===== config.mk =====
export PLATFORM = sky130hd
export DESIGN_NAME = line_driver_mode_decoder
export DESIGN_NICKNAME = d
export VERILOG_FILES = /design/src/inc/line_driver_pkg.sv /design/src/design/switch_dead_gate.sv /design/src/design/line_driver_mode_decoder.sv
export SDC_FILE = /design/constraint.sdc
export NUM_CORES = 1
export LEC_CHECK = 0
export BUFFER_PORTS_ARGS = -buffer_cell sky130_fd_sc_hd__buf_2
export CELL_PAD_IN_SITES_DETAIL_PLACEMENT = 1
export CELL_PAD_IN_SITES_GLOBAL_PLACEMENT = 1
export CORE_MARGIN = 3
export CORE_UTILIZATION = 37
export CTS_BUF_LIST = sky130_fd_sc_hd__clkbuf_8 sky130_fd_sc_hd__clkbuf_16
export CTS_CLUSTER_DIAMETER = 100
export CTS_CLUSTER_SIZE = 28
export DETAILED_ROUTE_END_ITERATION = 8
export HOLD_SLACK_MARGIN = 0.1
export PLACE_DENSITY = 0.76
export SETUP_SLACK_MARGIN = 0.1
export SLEW_MARGIN = 0
export SYNTH_ARGS = -nofsm -noshare
export SYNTH_HDL_FRONTEND = slang
export SYNTH_SLANG_ARGS = --single-unit

===== constraint.sdc =====
create_clock -name CLK -period 1.98 [get_ports CLK]
set_input_delay 0.297 -clock CLK [delete_from_list [all_inputs] [get_ports CLK]]
set_output_delay 0.297 -clock CLK [all_outputs]
set_load 0.005 [all_outputs]

===== src/inc/line_driver_pkg.sv =====
// Shared constants and types for the line driver mode decoder
// Functional notes
// - Mode lives in config bits 7:5, read/write
// - Code 000: switches and receiver off
// - Code 001: low switch on when data and enable
// - Code 010: high switch on when data low, enable
// - Push-pull: data low high switch, high low switch
// - Push-pull with enable low: both switches off
// - Push-pull: dead interval between opposite switch turn-ons
// - Code 100 default: switches off, receiver still on
// - Enable high: receive high; else inverted line level
// - Code 101: low switch permanently on
// - Code 110: high switch permanently on
// - Any register access releases latched overload shutdown
// - Active-to-active change refused, old mode kept, parity error
package line_driver_pkg;

  // Output stage operating modes, coded as in the mode field
  typedef enum logic [2:0] {
    MODE_OFF      = 3'h0,
    MODE_LOW      = 3'h1,
    MODE_HIGH     = 3'h2,
    MODE_PP       = 3'h3,
    MODE_TRI      = 3'h4,
    MODE_LOW_ON   = 3'h5,
    MODE_HIGH_ON  = 3'h6,
    MODE_PP_IND   = 3'h7
  } mode_type;

  // Field position of the mode inside the configuration register
  localparam int        MODE_MSB   = 7;
  localparam int        MODE_LSB   = 5;
  localparam mode_type  MODE_RESET = MODE_TRI;

  // Clock and dead interval timing
  localparam int        CLK_NS       = 100;
  localparam int        DEAD_TIME_NS = 500;
  // Least time, so round up to whole cycles, never below one
  localparam int        DEAD_CYC_RAW = (DEAD_TIME_NS + CLK_NS - 1) / CLK_NS;
  localparam int        DEAD_CYC     = (DEAD_CYC_RAW < 1) ? 1 : DEAD_CYC_RAW;
  localparam int        DEAD_W       = 4;

endpackage


===== src/design/switch_dead_gate.sv =====
// Switch command stage with dead interval between opposite switches
`timescale 1ns/1ps
module switch_dead_gate
  import line_driver_pkg::*;
#(
  parameter int unsigned DEAD = DEAD_CYC
) (
  input  wire logic clk,
  input  wire logic rst,
  input  wire logic want_high,
  input  wire logic want_low,
  input  wire logic dead_en,
  output logic      high_on,
  output logic      low_on
);

  logic [DEAD_W-1:0] dead_cnt_ff;   // Cycles left in the dead interval
  logic              high_off_now;  // High switch is being released
  logic              low_off_now;   // Low switch is being released
  logic              dead_busy;     // Dead interval still running
  logic              high_ff;       // Registered high switch command
  logic              low_ff;        // Registered low switch command

  assign high_off_now = high_ff && !want_high;
  assign low_off_now  = low_ff && !want_low;
  assign dead_busy    = dead_en && (dead_cnt_ff != '0);
  assign high_on      = high_ff;
  assign low_on       = low_ff;

  // Dead interval counter, restarted by every turn-off while dead_en is set
  always_ff @(posedge clk or posedge rst) begin
    if (rst) begin
      dead_cnt_ff <= '0;
    end else if ((high_off_now || low_off_now) && dead_en) begin
      dead_cnt_ff <= DEAD_W'(DEAD);
    end else if (dead_cnt_ff != '0) begin
      dead_cnt_ff <= dead_cnt_ff - 1'b1;
    end
  end

  // Switch commands: turn-off at once, turn-on only when safe
  always_ff @(posedge clk or posedge rst) begin
    if (rst) begin
      high_ff <= 1'b0;
      low_ff  <= 1'b0;
    end else begin
      // Off requests never wait, so a fault or mode change is fast
      if (high_off_now) begin
        high_ff <= 1'b0;
      end else if (want_high && !low_ff && !dead_busy) begin
        high_ff <= 1'b1;
      end
      if (low_off_now) begin
        low_ff <= 1'b0;
      end else if (want_low && !high_ff && !dead_busy) begin
        low_ff <= 1'b1;
      end
    end
  end

endmodule


===== src/design/line_driver_mode_decoder.sv =====
// Output stage mode decoder for a three-wire industrial line port
`timescale 1ns/1ps
module line_driver_mode_decoder
  import line_driver_pkg::*;
#(
  parameter int unsigned DEAD = DEAD_CYC
) (
  input  wire logic       CLK,
  input  wire logic       RST,
  // Host drive enable, transmit data and sensed line (pins)
  input  wire logic       DRIVE_EN,
  input  wire logic       TX_DATA,
  input  wire logic       LINE_SENSE,
  // Register access from the serial front end, same clock
  input  wire logic       REG_WR,
  input  wire logic       REG_RD,
  input  wire logic       CFG_SEL,
  input  wire logic [7:0] REG_WDATA,
  // Overload protection interface
  input  wire logic       LATCH_MODE,
  input  wire logic       CUTOFF_EVT,
  // Results
  output logic [7:0]      CFG_RDATA,
  output logic            PARITY_ERR,
  output logic            SHUTDOWN,
  output logic            RX_OUT,
  output logic            HIGH_SWITCH,
  output logic            LOW_SWITCH
);

  // Pin synchronisers; stage one is read only by stage two
  logic       en_s1_ff;         // Drive enable, first stage
  logic       en_s2_ff;         // Drive enable, usable
  logic       tx_s1_ff;         // Transmit data, first stage
  logic       tx_s2_ff;         // Transmit data, usable
  logic       line_s1_ff;       // Line level, first stage
  logic       line_s2_ff;       // Line level, usable
  logic       cut_s1_ff;        // Cut-off event, first stage
  logic       cut_s2_ff;        // Cut-off event, usable

  mode_type   mode_ff;          // Current output stage mode
  mode_type   nxt_mode;         // Mode requested by a write
  logic       mode_refuse;      // Write asks a forbidden jump
  logic       pe_ff;            // Parity error pulse register
  logic [7:0] rdata_ff;         // Configuration read-back
  logic       shut_ff;          // Latched overload shutdown
  logic       rx_ff;            // Receive output register
  logic       want_high;        // Decoded high switch request
  logic       want_low;         // Decoded low switch request
  logic       dead_en;          // Dead interval active in this mode

  // Two-flop synchronisers for all asynchronous pin inputs
  always_ff @(posedge CLK or posedge RST) begin
    if (RST) begin
      en_s1_ff   <= 1'b0;
      en_s2_ff   <= 1'b0;
      tx_s1_ff   <= 1'b0;
      tx_s2_ff   <= 1'b0;
      line_s1_ff <= 1'b0;
      line_s2_ff <= 1'b0;
      cut_s1_ff  <= 1'b0;
      cut_s2_ff  <= 1'b0;
    end else begin
      en_s1_ff   <= DRIVE_EN;
      en_s2_ff   <= en_s1_ff;
      tx_s1_ff   <= TX_DATA;
      tx_s2_ff   <= tx_s1_ff;
      line_s1_ff <= LINE_SENSE;
      line_s2_ff <= line_s1_ff;
      cut_s1_ff  <= CUTOFF_EVT;
      cut_s2_ff  <= cut_s1_ff;
    end
  end

  // Active modes drive the line; off and tri-state do not
  function automatic logic is_active(input mode_type m);
    is_active = (m != MODE_OFF) && (m != MODE_TRI);
  endfunction

  // Decode the requested mode and check the jump
  always_comb begin
    nxt_mode    = mode_type'(REG_WDATA[MODE_MSB:MODE_LSB]);
    // Rewriting the same active mode is harmless and allowed
    mode_refuse = is_active(mode_ff) && is_active(nxt_mode)
                  && (nxt_mode != mode_ff);
  end

  // Mode register: a refused write leaves the old mode in place
  always_ff @(posedge CLK or posedge RST) begin
    if (RST) begin
      mode_ff <= MODE_RESET;
    end else if (REG_WR && CFG_SEL && !mode_refuse) begin
      mode_ff <= nxt_mode;
    end
  end

  // Parity error reported for one cycle on a refused jump
  always_ff @(posedge CLK or posedge RST) begin
    if (RST) begin
      pe_ff <= 1'b0;
    end else begin
      pe_ff <= REG_WR && CFG_SEL && mode_refuse;
    end
  end

  // Read-back: mode in the top bits, unused bits read as zero
  always_ff @(posedge CLK or posedge RST) begin
    if (RST) begin
      rdata_ff <= 8'h00;
    end else begin
      rdata_ff <= {mode_ff, 5'h00};
    end
  end

  // Latched shutdown; a new cut-off wins over a releasing access
  always_ff @(posedge CLK or posedge RST) begin
    if (RST) begin
      shut_ff <= 1'b0;
    end else if (LATCH_MODE && cut_s2_ff) begin
      shut_ff <= 1'b1;
    end else if (REG_WR || REG_RD) begin
      shut_ff <= 1'b0;
    end else if (!LATCH_MODE) begin
      // Outside latched mode the protection restarts on its own
      shut_ff <= 1'b0;
    end
  end

  // Switch request decoder, one case per mode except the two push-pull modes, which share one
  always_comb begin
    want_high = 1'b0;
    want_low  = 1'b0;
    dead_en   = 1'b0;
    case (mode_ff)
      MODE_OFF: begin
        // Nothing driven, inputs ignored
        want_high = 1'b0;
      end
      MODE_LOW: begin
        want_low = tx_s2_ff && en_s2_ff;
      end
      MODE_HIGH: begin
        // Host should have turned the pull-down off first
        want_high = !tx_s2_ff && en_s2_ff;
      end
      MODE_PP, MODE_PP_IND: begin
        dead_en   = 1'b1;
        want_high = en_s2_ff && !tx_s2_ff;
        want_low  = en_s2_ff && tx_s2_ff;
      end
      MODE_TRI: begin
        want_low = 1'b0;
      end
      MODE_LOW_ON: begin
        want_low = 1'b1;
      end
      MODE_HIGH_ON: begin
        want_high = 1'b1;
      end
      default: begin
        want_high = 1'b0;
      end
    endcase
    // Overload shutdown overrides every mode
    if (shut_ff) begin
      want_high = 1'b0;
      want_low  = 1'b0;
    end
  end

  // Receive output: high while driving or while receiver is off
  always_ff @(posedge CLK or posedge RST) begin
    if (RST) begin
      rx_ff <= 1'b1;
    end else if (mode_ff == MODE_OFF) begin
      rx_ff <= 1'b1;
    end else if (en_s2_ff) begin
      rx_ff <= 1'b1;
    end else begin
      rx_ff <= !line_s2_ff;
    end
  end

  // Switch stage with turn-on guard and dead interval
  switch_dead_gate #(
    .DEAD      (DEAD)
  ) u_gate (
    .clk       (CLK),
    .rst       (RST),
    .want_high (want_high),
    .want_low  (want_low),
    .dead_en   (dead_en),
    .high_on   (HIGH_SWITCH),
    .low_on    (LOW_SWITCH)
  );

  assign CFG_RDATA  = rdata_ff;
  assign PARITY_ERR = pe_ff;
  assign SHUTDOWN   = shut_ff;
  assign RX_OUT     = rx_ff;

endmodule


==> Yosys cells after proc, flatten, opt, wreduce, memory -nomap -nowiden <==
Index checks and enable logic that the tools add are counted.
{ "op_classes": {"add_sub_neg": 1, "n_eq_ne": 10, "n_mux": 16, "n_reduce_logical": 38} }
{ "ops": {"columns": ["operator", "count"], "rows": [
  ["logical AND 1 bit", 18],
  ["2-to-1 mux 1 bit", 12],
  ["== test 3 bit (second input constant)", 3],
  ["zero test 1 bit", 8],
  ["2-to-1 mux 4 bit", 2],
  ["== test 3 x 2 -> 1 bit (second input constant)", 2],
  ["inequality test 3 bit (second input constant)", 2],
  ["nonzero test 2 bit", 3],
  ["nonzero test 3 bit", 2],
  ["OR reduction 3 bit", 2],
  ["case mux 1 bit (2 select lines)", 2],
  ["nonzero test 4 bit", 1],
  ["subtractor 4 x 1 -> 4 bit (second input constant)", 1],
  ["== test 3 x 1 -> 1 bit (second input constant)", 1],
  ["zero test 3 bit", 1],
  ["inequality test 3 x 1 -> 1 bit (second input constant)", 1],
  ["inequality test 3 bit", 1],
  ["logical OR 1 bit", 2],
  ["OR reduction 2 bit", 1]
]} }
{ "totals": {"reg_bits": 23, "input_bits": 18, "wordCells": 81} }

==> Depth between registers and ports, before layout <==
Gate-level depths: netlist of the first run.
{ "depth": {"word_depth": 9, "ltp_mapped": 6} }

==> Hierarchy <==
Synthesis of the first run repeated with hierarchy kept, for this count alone.
{ "hier_totals": {"hier_cells": 79, "hier_area_um2": 937.1} }
{ "modules_own_cells": {"columns": ["mod", "instances", "cells_per_inst", "area_per_inst_um2"], "rows": [
  ["line_driver_mode_decoder", 1, 50, 641.9],
  ["switch_dead_gate", 1, 29, 295.3]
]} }

==> Worst setup path before layout of the first run <==
OpenSTA, ideal clock, no wires.
{ "synth_timing": {"path_kind": "register -> register", "start": "register mode_ff[2]", "end": "register mode_ff[0]", "setup_ps": 128, "arrival_ps": 1297, "t_required_ps": 1852, "path_slack_ps": 555, "path_stages_with_launch": 5, "n_path_buf": 0, "period_less_slack_ps": 1425, "cell_sequence": "dfstp_2 -> xnor2_1 -> a21oi_1 -> a21oi_2 -> mux2_1"} }
{ "synth_between": {"elab_chain_cells": 6, "word_cells_on_any_way": 8} }
{ "synth_lines": {"columns": ["element", "line_no", "source"], "rows": [
  ["start, declared", "line_driver_mode_decoder.sv:41", "mode_type mode_ff;"],
  ["start signal, assigned", "line_driver_mode_decoder.sv:93", "mode_ff <= nxt_mode;"],
  ["inequality test 3 bit / nonzero test 3 bit (equally long branches)", "line_driver_mode_decoder.sv:77", "is_active = (m != MODE_OFF) && (m != MODE_TRI);"],
  ["logical AND 1 bit", "line_driver_mode_decoder.sv:77", null],
  ["logical AND 1 bit", "line_driver_mode_decoder.sv:84", "mode_refuse = is_active(mode_ff) && is_active(nxt_mode)"],
  ["logical AND 1 bit (*)", "line_driver_mode_decoder.sv:85", "&& (nxt_mode != mode_ff);"],
  ["zero test 1 bit (*)", "line_driver_mode_decoder.sv:92", "end else if (REG_WR && CFG_SEL && !mode_refuse) begin"],
  ["logical AND 1 bit (*)", "line_driver_mode_decoder.sv:92", null]
]} }
Every way passes the cells marked *; elsewhere a longest branch is shown, timed or not.
A chain may end at the register's enable or synchronous reset.

==> Final worst setup path of the first run <==
{ "layout_timing": {"start": "register mode_ff[1]", "end": "register mode_ff[0]"} }
The elaborated chain is that of the path after synthesis.

==> results of run 1 <==
## worst max-delay path, stage by stage (launching register included)
cell and delay, ns:
dfrtp_1 0.53, and4_1 0.24, o21ai_1 0.11, a21oi_2 0.24, mux2_1 0.36
## stage by stage
stage               cells  util [%]  hold WS, ns  power, mW
floorplan              88         -        0.297       1.10
global placement      131      45.9        0.333       1.21
detailed placement    131      45.9        0.338       1.25
CTS                   136      48.2        0.129       1.54
global route          136      48.2        0.127       1.66
finish                136      48.2        0.138       1.52
## what timing repair did
item / CTS / global route
gates resized for setup: 0 / 0
endpoints found under the hold margin: 21 / 0
hold buffers: 1 / 0
## routing by layer
metal,vias up,routed length [um],track usage [%]
met5,-,0,0
met3,4,80,2.76
met4,0,34,7.95
met2,16,1000,24.1
met1,330,730,14.7
li1,320,-,-
## worst max path at each step
stage,cells after the start,end,slack (ns),from
finish,4,mode_ff[0],0.39,mode_ff[1]
global route,4,mode_ff[1],0.27,mode_ff[1]
CTS,4,mode_ff[1],0.37,mode_ff[1]
detailed placement,4,mode_ff[0],0.42,mode_ff[2]
global placement,4,mode_ff[0],0.46,mode_ff[2]
floorplan,4,mode_ff[0],0.56,mode_ff[2]
## cells in the final DEF (no fill, tap or decap)
cell / n
a211o_1: 1
a21oi_1: 6
a21oi_2: 1
a22o_1: 1
a22oi_1: 1
a31oi_1: 2
and4_1: 1
buf_2: 20
buf_4: 2
clkbuf_8: 3
conb_1: 5
dfrtp_1: 21
dfstp_2: 2
dlygate4sd3_1: 1
ha_1: 1
inv_1: 9
mux2_1: 3
nand2_1: 4
nand2b_1: 1
nand3_1: 1
nor2_1: 5
nor2b_1: 4
nor3_1: 1
nor3b_1: 1
o21ai_0: 3
o21ai_1: 2
o221ai_1: 1
o22ai_1: 1
o311ai_0: 1
or3_1: 1
xnor2_1: 2
## layout make-up
cell class / instances / area, sq um / area share, %
clock buffer: 3 / 41.3 / 3.69
clock inverter: 1 / 3.75 / 0.336
inverter: 8 / 30.0 / 2.68
multi-input combinational: 50 / 305 / 27.3
sequential: 23 / 578 / 51.7
tap: 28 / 35.0 / 3.13
timing repair buffer: 23 / 125 / 11.2
## state kept, by name, indices dropped and copies added, names as in the netlist
register and count:
u_gate.dead_cnt_ff 4, CFG_RDATA 3, mode_ff 3, PARITY_ERR 1, RX_OUT 1, SHUTDOWN 1, cut_s1_ff 1, cut_s2_ff 1
en_s1_ff 1, en_s2_ff 1, line_s1_ff 1, line_s2_ff 1, tx_s1_ff 1, tx_s2_ff 1, u_gate.high_on 1, u_gate.low_on 1
## cell families (layout without fill, tap and decap cells)
group / after synthesis / in the layout / share of synthesized area [%]
flops: 23 / 23 / 60.7
other cells: 1 / 5 / 0.394
compound gates: 20 / 20 / 13.1
mux: 3 / 3 / 3.55
simple gates: 19 / 19 / 10.2
buf+inv: 15 / 35 / 8.80
fa+ha+maj: 1 / 1 / 1.31
xor+xnor: 2 / 2 / 1.84
## power groups by stage
stage               registers, mW  logic, mW  clock network (mW)
floorplan                   0.697      0.401                   0
global placement            0.744      0.467                   0
detailed placement          0.756      0.493                   0
CTS                         0.747      0.505               0.293
global route                0.772      0.575               0.312
finish                      0.744      0.496               0.276
==> impl_metrics.tcl, run 1 <==
set metrics [dict create \
    status "completed" \
    drt_iter0_markers 13 \
    fin_setup_tns_ns 0 \
    cts.clk_slew.worst_paths_ns 0.08 \
    fin_area_sq_um 1120 \
    synth.distinct_cells 30 \
    grt-ovfl-total 0 \
    ys_seq_area_share_pct 60.7 \
    crit_required_ns 2.12 \
    pwr-share-comb_pct 32.7 \
    yosys_warnings 0 \
    cp.arrival_ns 1.73 \
    routed_wl_mm 1.85 \
    timing.max_cap.violations 0 \
    yosys.cell_count.top_type "dfrtp_1" \
    worstReg2RegStart "mode_ff[1]" \
    io_pins 31 \
    fmax_mhz 629 \
    power.leakage_nw 0.543 \
    grt_use_total_pct 13.6 \
    worst_setup_path_start_kind "flop" \
    synth_common_cells "dfrtp_1, inv_1, a21oi_1" \
    die_w_um 56.7 \
    num_vias 670 \
    swShare_pct 34.6 \
    slew_violations 0 \
    power.switching_mw 0.524 \
    hold_path_class "in2reg" \
    fp.dieH_um 56.7 \
    period_share_pct 80.3 \
    cts_buffers 3 \
    hold_viol 0 \
    post_cts_buffers 0 \
    drive_gt1_share_pct 25.9 \
    die_area_sq_um 3220 \
    cts_sinks 23 \
    synth_area_leaders "dfrtp_1, dfstp_2, buf_4, mux2_1, a21oi_1" \
    place_congestion 0.665 \
    drt-vias-per-instance 4.93 \
    start_util_pct 41.1 \
    root_buffer "clkbuf_8" \
    setup-violations-final 0 \
    place_ws_ns 0.425 \
    final_nets 128 \
    wire_per_inst_um 13.6 \
    synth.top_cell.area_share_pct 55.2 \
    clkLatencyLatePin_ns 0.26 \
    synth-seq-cells 23 \
    num-fill-cells 269 \
    diodes 0 \
    syn2layout_area_growth_pct 17.5 \
    drtAntennaViolNets 0 \
    postSynth.asyncResetShare_pct 100 \
    cts_tree "yes" \
    intPower_mw 0.993 \
    placed_area_sq_um 1060 \
    irDropWorstVdd_mv 0.554 \
    rsz0062_at_grt "no" \
    dr.pass1.iters 4 \
    seqPwrFrac_pct 49.1 \
    worst-setup-path-type "reg2reg" \
    antenna_found_initial 0 \
    power.density_nw_per_um2 1360 \
    reg2reg_slack_ns 0.39 \
    rows 17 \
    core_area_sq_um 2320 \
    clockBufferDepth 2 \
    hpwl_mm 1.34 \
    cp_max_fo 11 \
    fin_ws_ns 0.389 \
    synth_top_cell_by_area "dfrtp_1" \
    cts-htree-levels 1 \
    period_needed_ns 1.59 \
    worstHoldEndpoint "tx_s1_ff" \
    hold_start "TX_DATA" \
    end_kind "flop" \
    synth_enable_flop_cells 0 \
    drc 0 \
    synth-main-ff-cell "dfrtp_1" \
    io_buffers 20 \
    fin_skew_ns 0.00182 \
    syn-instance-count 84 \
    grt_pass1_vias 713 \
    min_path_cells 1 \
    grt_pass1_wl_mm 3.31 \
    syn-mean-instance-area_sq_um 11.3 \
    timing.rr.end "mode_ff[0]" \
    rr_worst_depth 4 \
    grt_max_degree 24 \
    p_clk_share_pct 18.2 \
    synth_area_sq_um 952 \
]
No activity file was read; power rests on OpenSTA's default activity.
==> inputs of run 2 (changes only) <==
CORE_UTILIZATION = 33   (was 37)
PLACE_DENSITY = 0.72   (was 0.76)
clock period = 1.4 ns   (was 1.98 ns; I/O delays follow)
==> run 2 against run 1 <==
Against the previous run:
- the run now ends with negative setup slack left
- first-iteration DRC count up 85%
- sequential cell count unchanged
- sequential power up 40%
- via count up 3.7%
==> impl_metrics.tcl, run 2 (synthesized netlist as in run 1, its figures left out) <==
set metrics [dict create \
    status "finished with violations" \
    violations "negative setup slack" \
    place_ws_ns -0.109 \
    syn2layout_area_growth_pct 33.9 \
    grt_pass1_vias 791 \
    drt_iter0_markers 24 \
    crit_required_ns 1.55 \
    drt-vias-per-instance 4.73 \
    largest_register_ff_count 4 \
    final_cell_mix "dfrtp_1, buf_2, inv_1, buf_4" \
    slowest_delay_ns 0.58 \
    diodes 0 \
    core_area_sq_um 2610 \
    die_w_um 59.7 \
    rr_worst_depth 4 \
    regMostFlops "u_gate.dead_cnt_ff" \
    crit_chain "xnor2_2, o21ai_2, a21oi_4, mux2_4" \
    rsz0062_at_grt "yes" \
    grt_use_total_pct 12.9 \
    fp.dieH_um 59.7 \
    power.density_nw_per_um2 1960 \
    wire_per_inst_um 13.7 \
    crit_family "flip-flops" \
    crit_start "mode_ff[2]" \
    final_common_cell "dfrtp_1" \
    final_nets 137 \
    root_buffer "clkbuf_8" \
    cts.clk_slew.worst_paths_ns 0.08 \
    drtAntennaViolNets 0 \
    cts_sinks 23 \
    period_needed_ns 1.49 \
    irDropWorstVdd_mv 0.925 \
    setup-violations-final 3 \
    cts_tree "yes" \
    grt_pass1_wl_mm 3.51 \
    power.leakage_nw 0.608 \
    period_share_pct 107 \
    timing.max_cap.violations 0 \
    final_cell_count_no_fill 147 \
    timing.rr.end "mode_ff[1]" \
    start_util_pct 36.4 \
    hold_viol 0 \
    clkLatencyLatePin_ns 0.26 \
    reg2reg_slack_ns -0.09 \
    rows 18 \
    grt_max_degree 24 \
    slew_violations 0 \
    hold_start "LATCH_MODE" \
    cts-htree-levels 1 \
    worst_setup_path_start_kind "flop" \
    report.power.total_mw 2.50 \
    io_buffers 20 \
    dr.pass1.iters 4 \
    end_kind "flop" \
    io_pins 31 \
    antenna_found_initial 0 \
    place_congestion 0.743 \
    drive_gt1_share_pct 40.2 \
    crit_end "mode_ff[1]" \
    routed_wl_mm 2.01 \
    worst-path-stages 4 \
    num_vias 695 \
    crit_slowest_cell "dfstp_2" \
    cp_max_fo 4 \
    fin_skew_ns 0.00212 \
    clockBufferDepth 2 \
    fin_ws_ns -0.0916 \
    cts_buffers 3 \
    die_area_sq_um 3570 \
    hold_path_class "in2reg" \
    hpwl_mm 1.42 \
    worstReg2RegStart "mode_ff[2]" \
    cp.arrival_ns 1.64 \
    worst-setup-path-type "reg2reg" \
    dp_cells 136 \
    fmax_mhz 670 \
    grt-ovfl-total 0 \
    critical_path_buf_inv_count 0 \
    drc 0 \
]
==> run 2: area by class of cell <==
cell class / instances / area [sq um]
Inverter: 8 / 30.0
Clock inverter: 1 / 3.75
Multi-Input combinational cell: 50 / 382
Sequential cell: 23 / 578
Timing Repair Buffer: 32 / 203
Fill cell: 291 / 1340
Tap cell: 30 / 37.5
Clock buffer: 3 / 41.3
==> run 2: worst min path at each step <==
stage / end / slack [ns] / depth (start not counted)
2_1_floorplan: CFG_RDATA[5] / 0.21 / 1
3_3_place_gp: en_s1_ff / 0.26 / 3
3_5_place_dp: line_s1_ff / 0.27 / 3
4_1_cts: SHUTDOWN / 0.17 / 2
5_1_grt: SHUTDOWN / 0.20 / 2
6_report: SHUTDOWN / 0.17 / 2
==> run 2: power by group <==
group	internal (mW)	leakage, nW	switching, mW
clock network	0.195	0.0269	0.196
logic	0.567	0.306	0.502
registers	0.870	0.275	0.171
total	1.63	0.608	0.868
==> run 2: timing repair <==
item | in CTS | in global routing
pin swaps | 5 | 3
endpoints found under the hold margin | 25 | 0
hold buffers | 5 | 0
buffers inserted | 1 | 1
gates resized for setup | 17 | 2
endpoints found under the setup margin | 9 | 10
==> run 2: worst reg2reg max path, delay by kind of cell, from the launching register on <==
kind            cells  cell delay, ns
compound gates      2            0.34
mux                 1            0.32
flops               1            0.58
xor+xnor            1            0.14
==> run 2: metrics by stage <==
stage	setup TNS, ns	area, sq um	hold WS [ns]	util, %
2_1_floorplan	-0.0375	980	0.210	-
3_3_place_gp	-0.145	1100	0.258	42.1
3_5_place_dp	-0.387	1100	0.273	42.1
4_1_cts	-0.184	1260	0.168	48.4
5_1_grt	-0.562	1270	0.195	48.8
6_report	-0.233	1270	0.172	48.8
==> run 2: metal layers <==
metal / up-vias / global-route usage, % / part of all wire (%)
met1: 333 / 15.3 / 42
li1: 342 / - / -
met4: 0 / 4.75 / 0.50
met3: 2 / 1.51 / 4.7
met2: 18 / 23.5 / 53
met5: - / 0 / 0
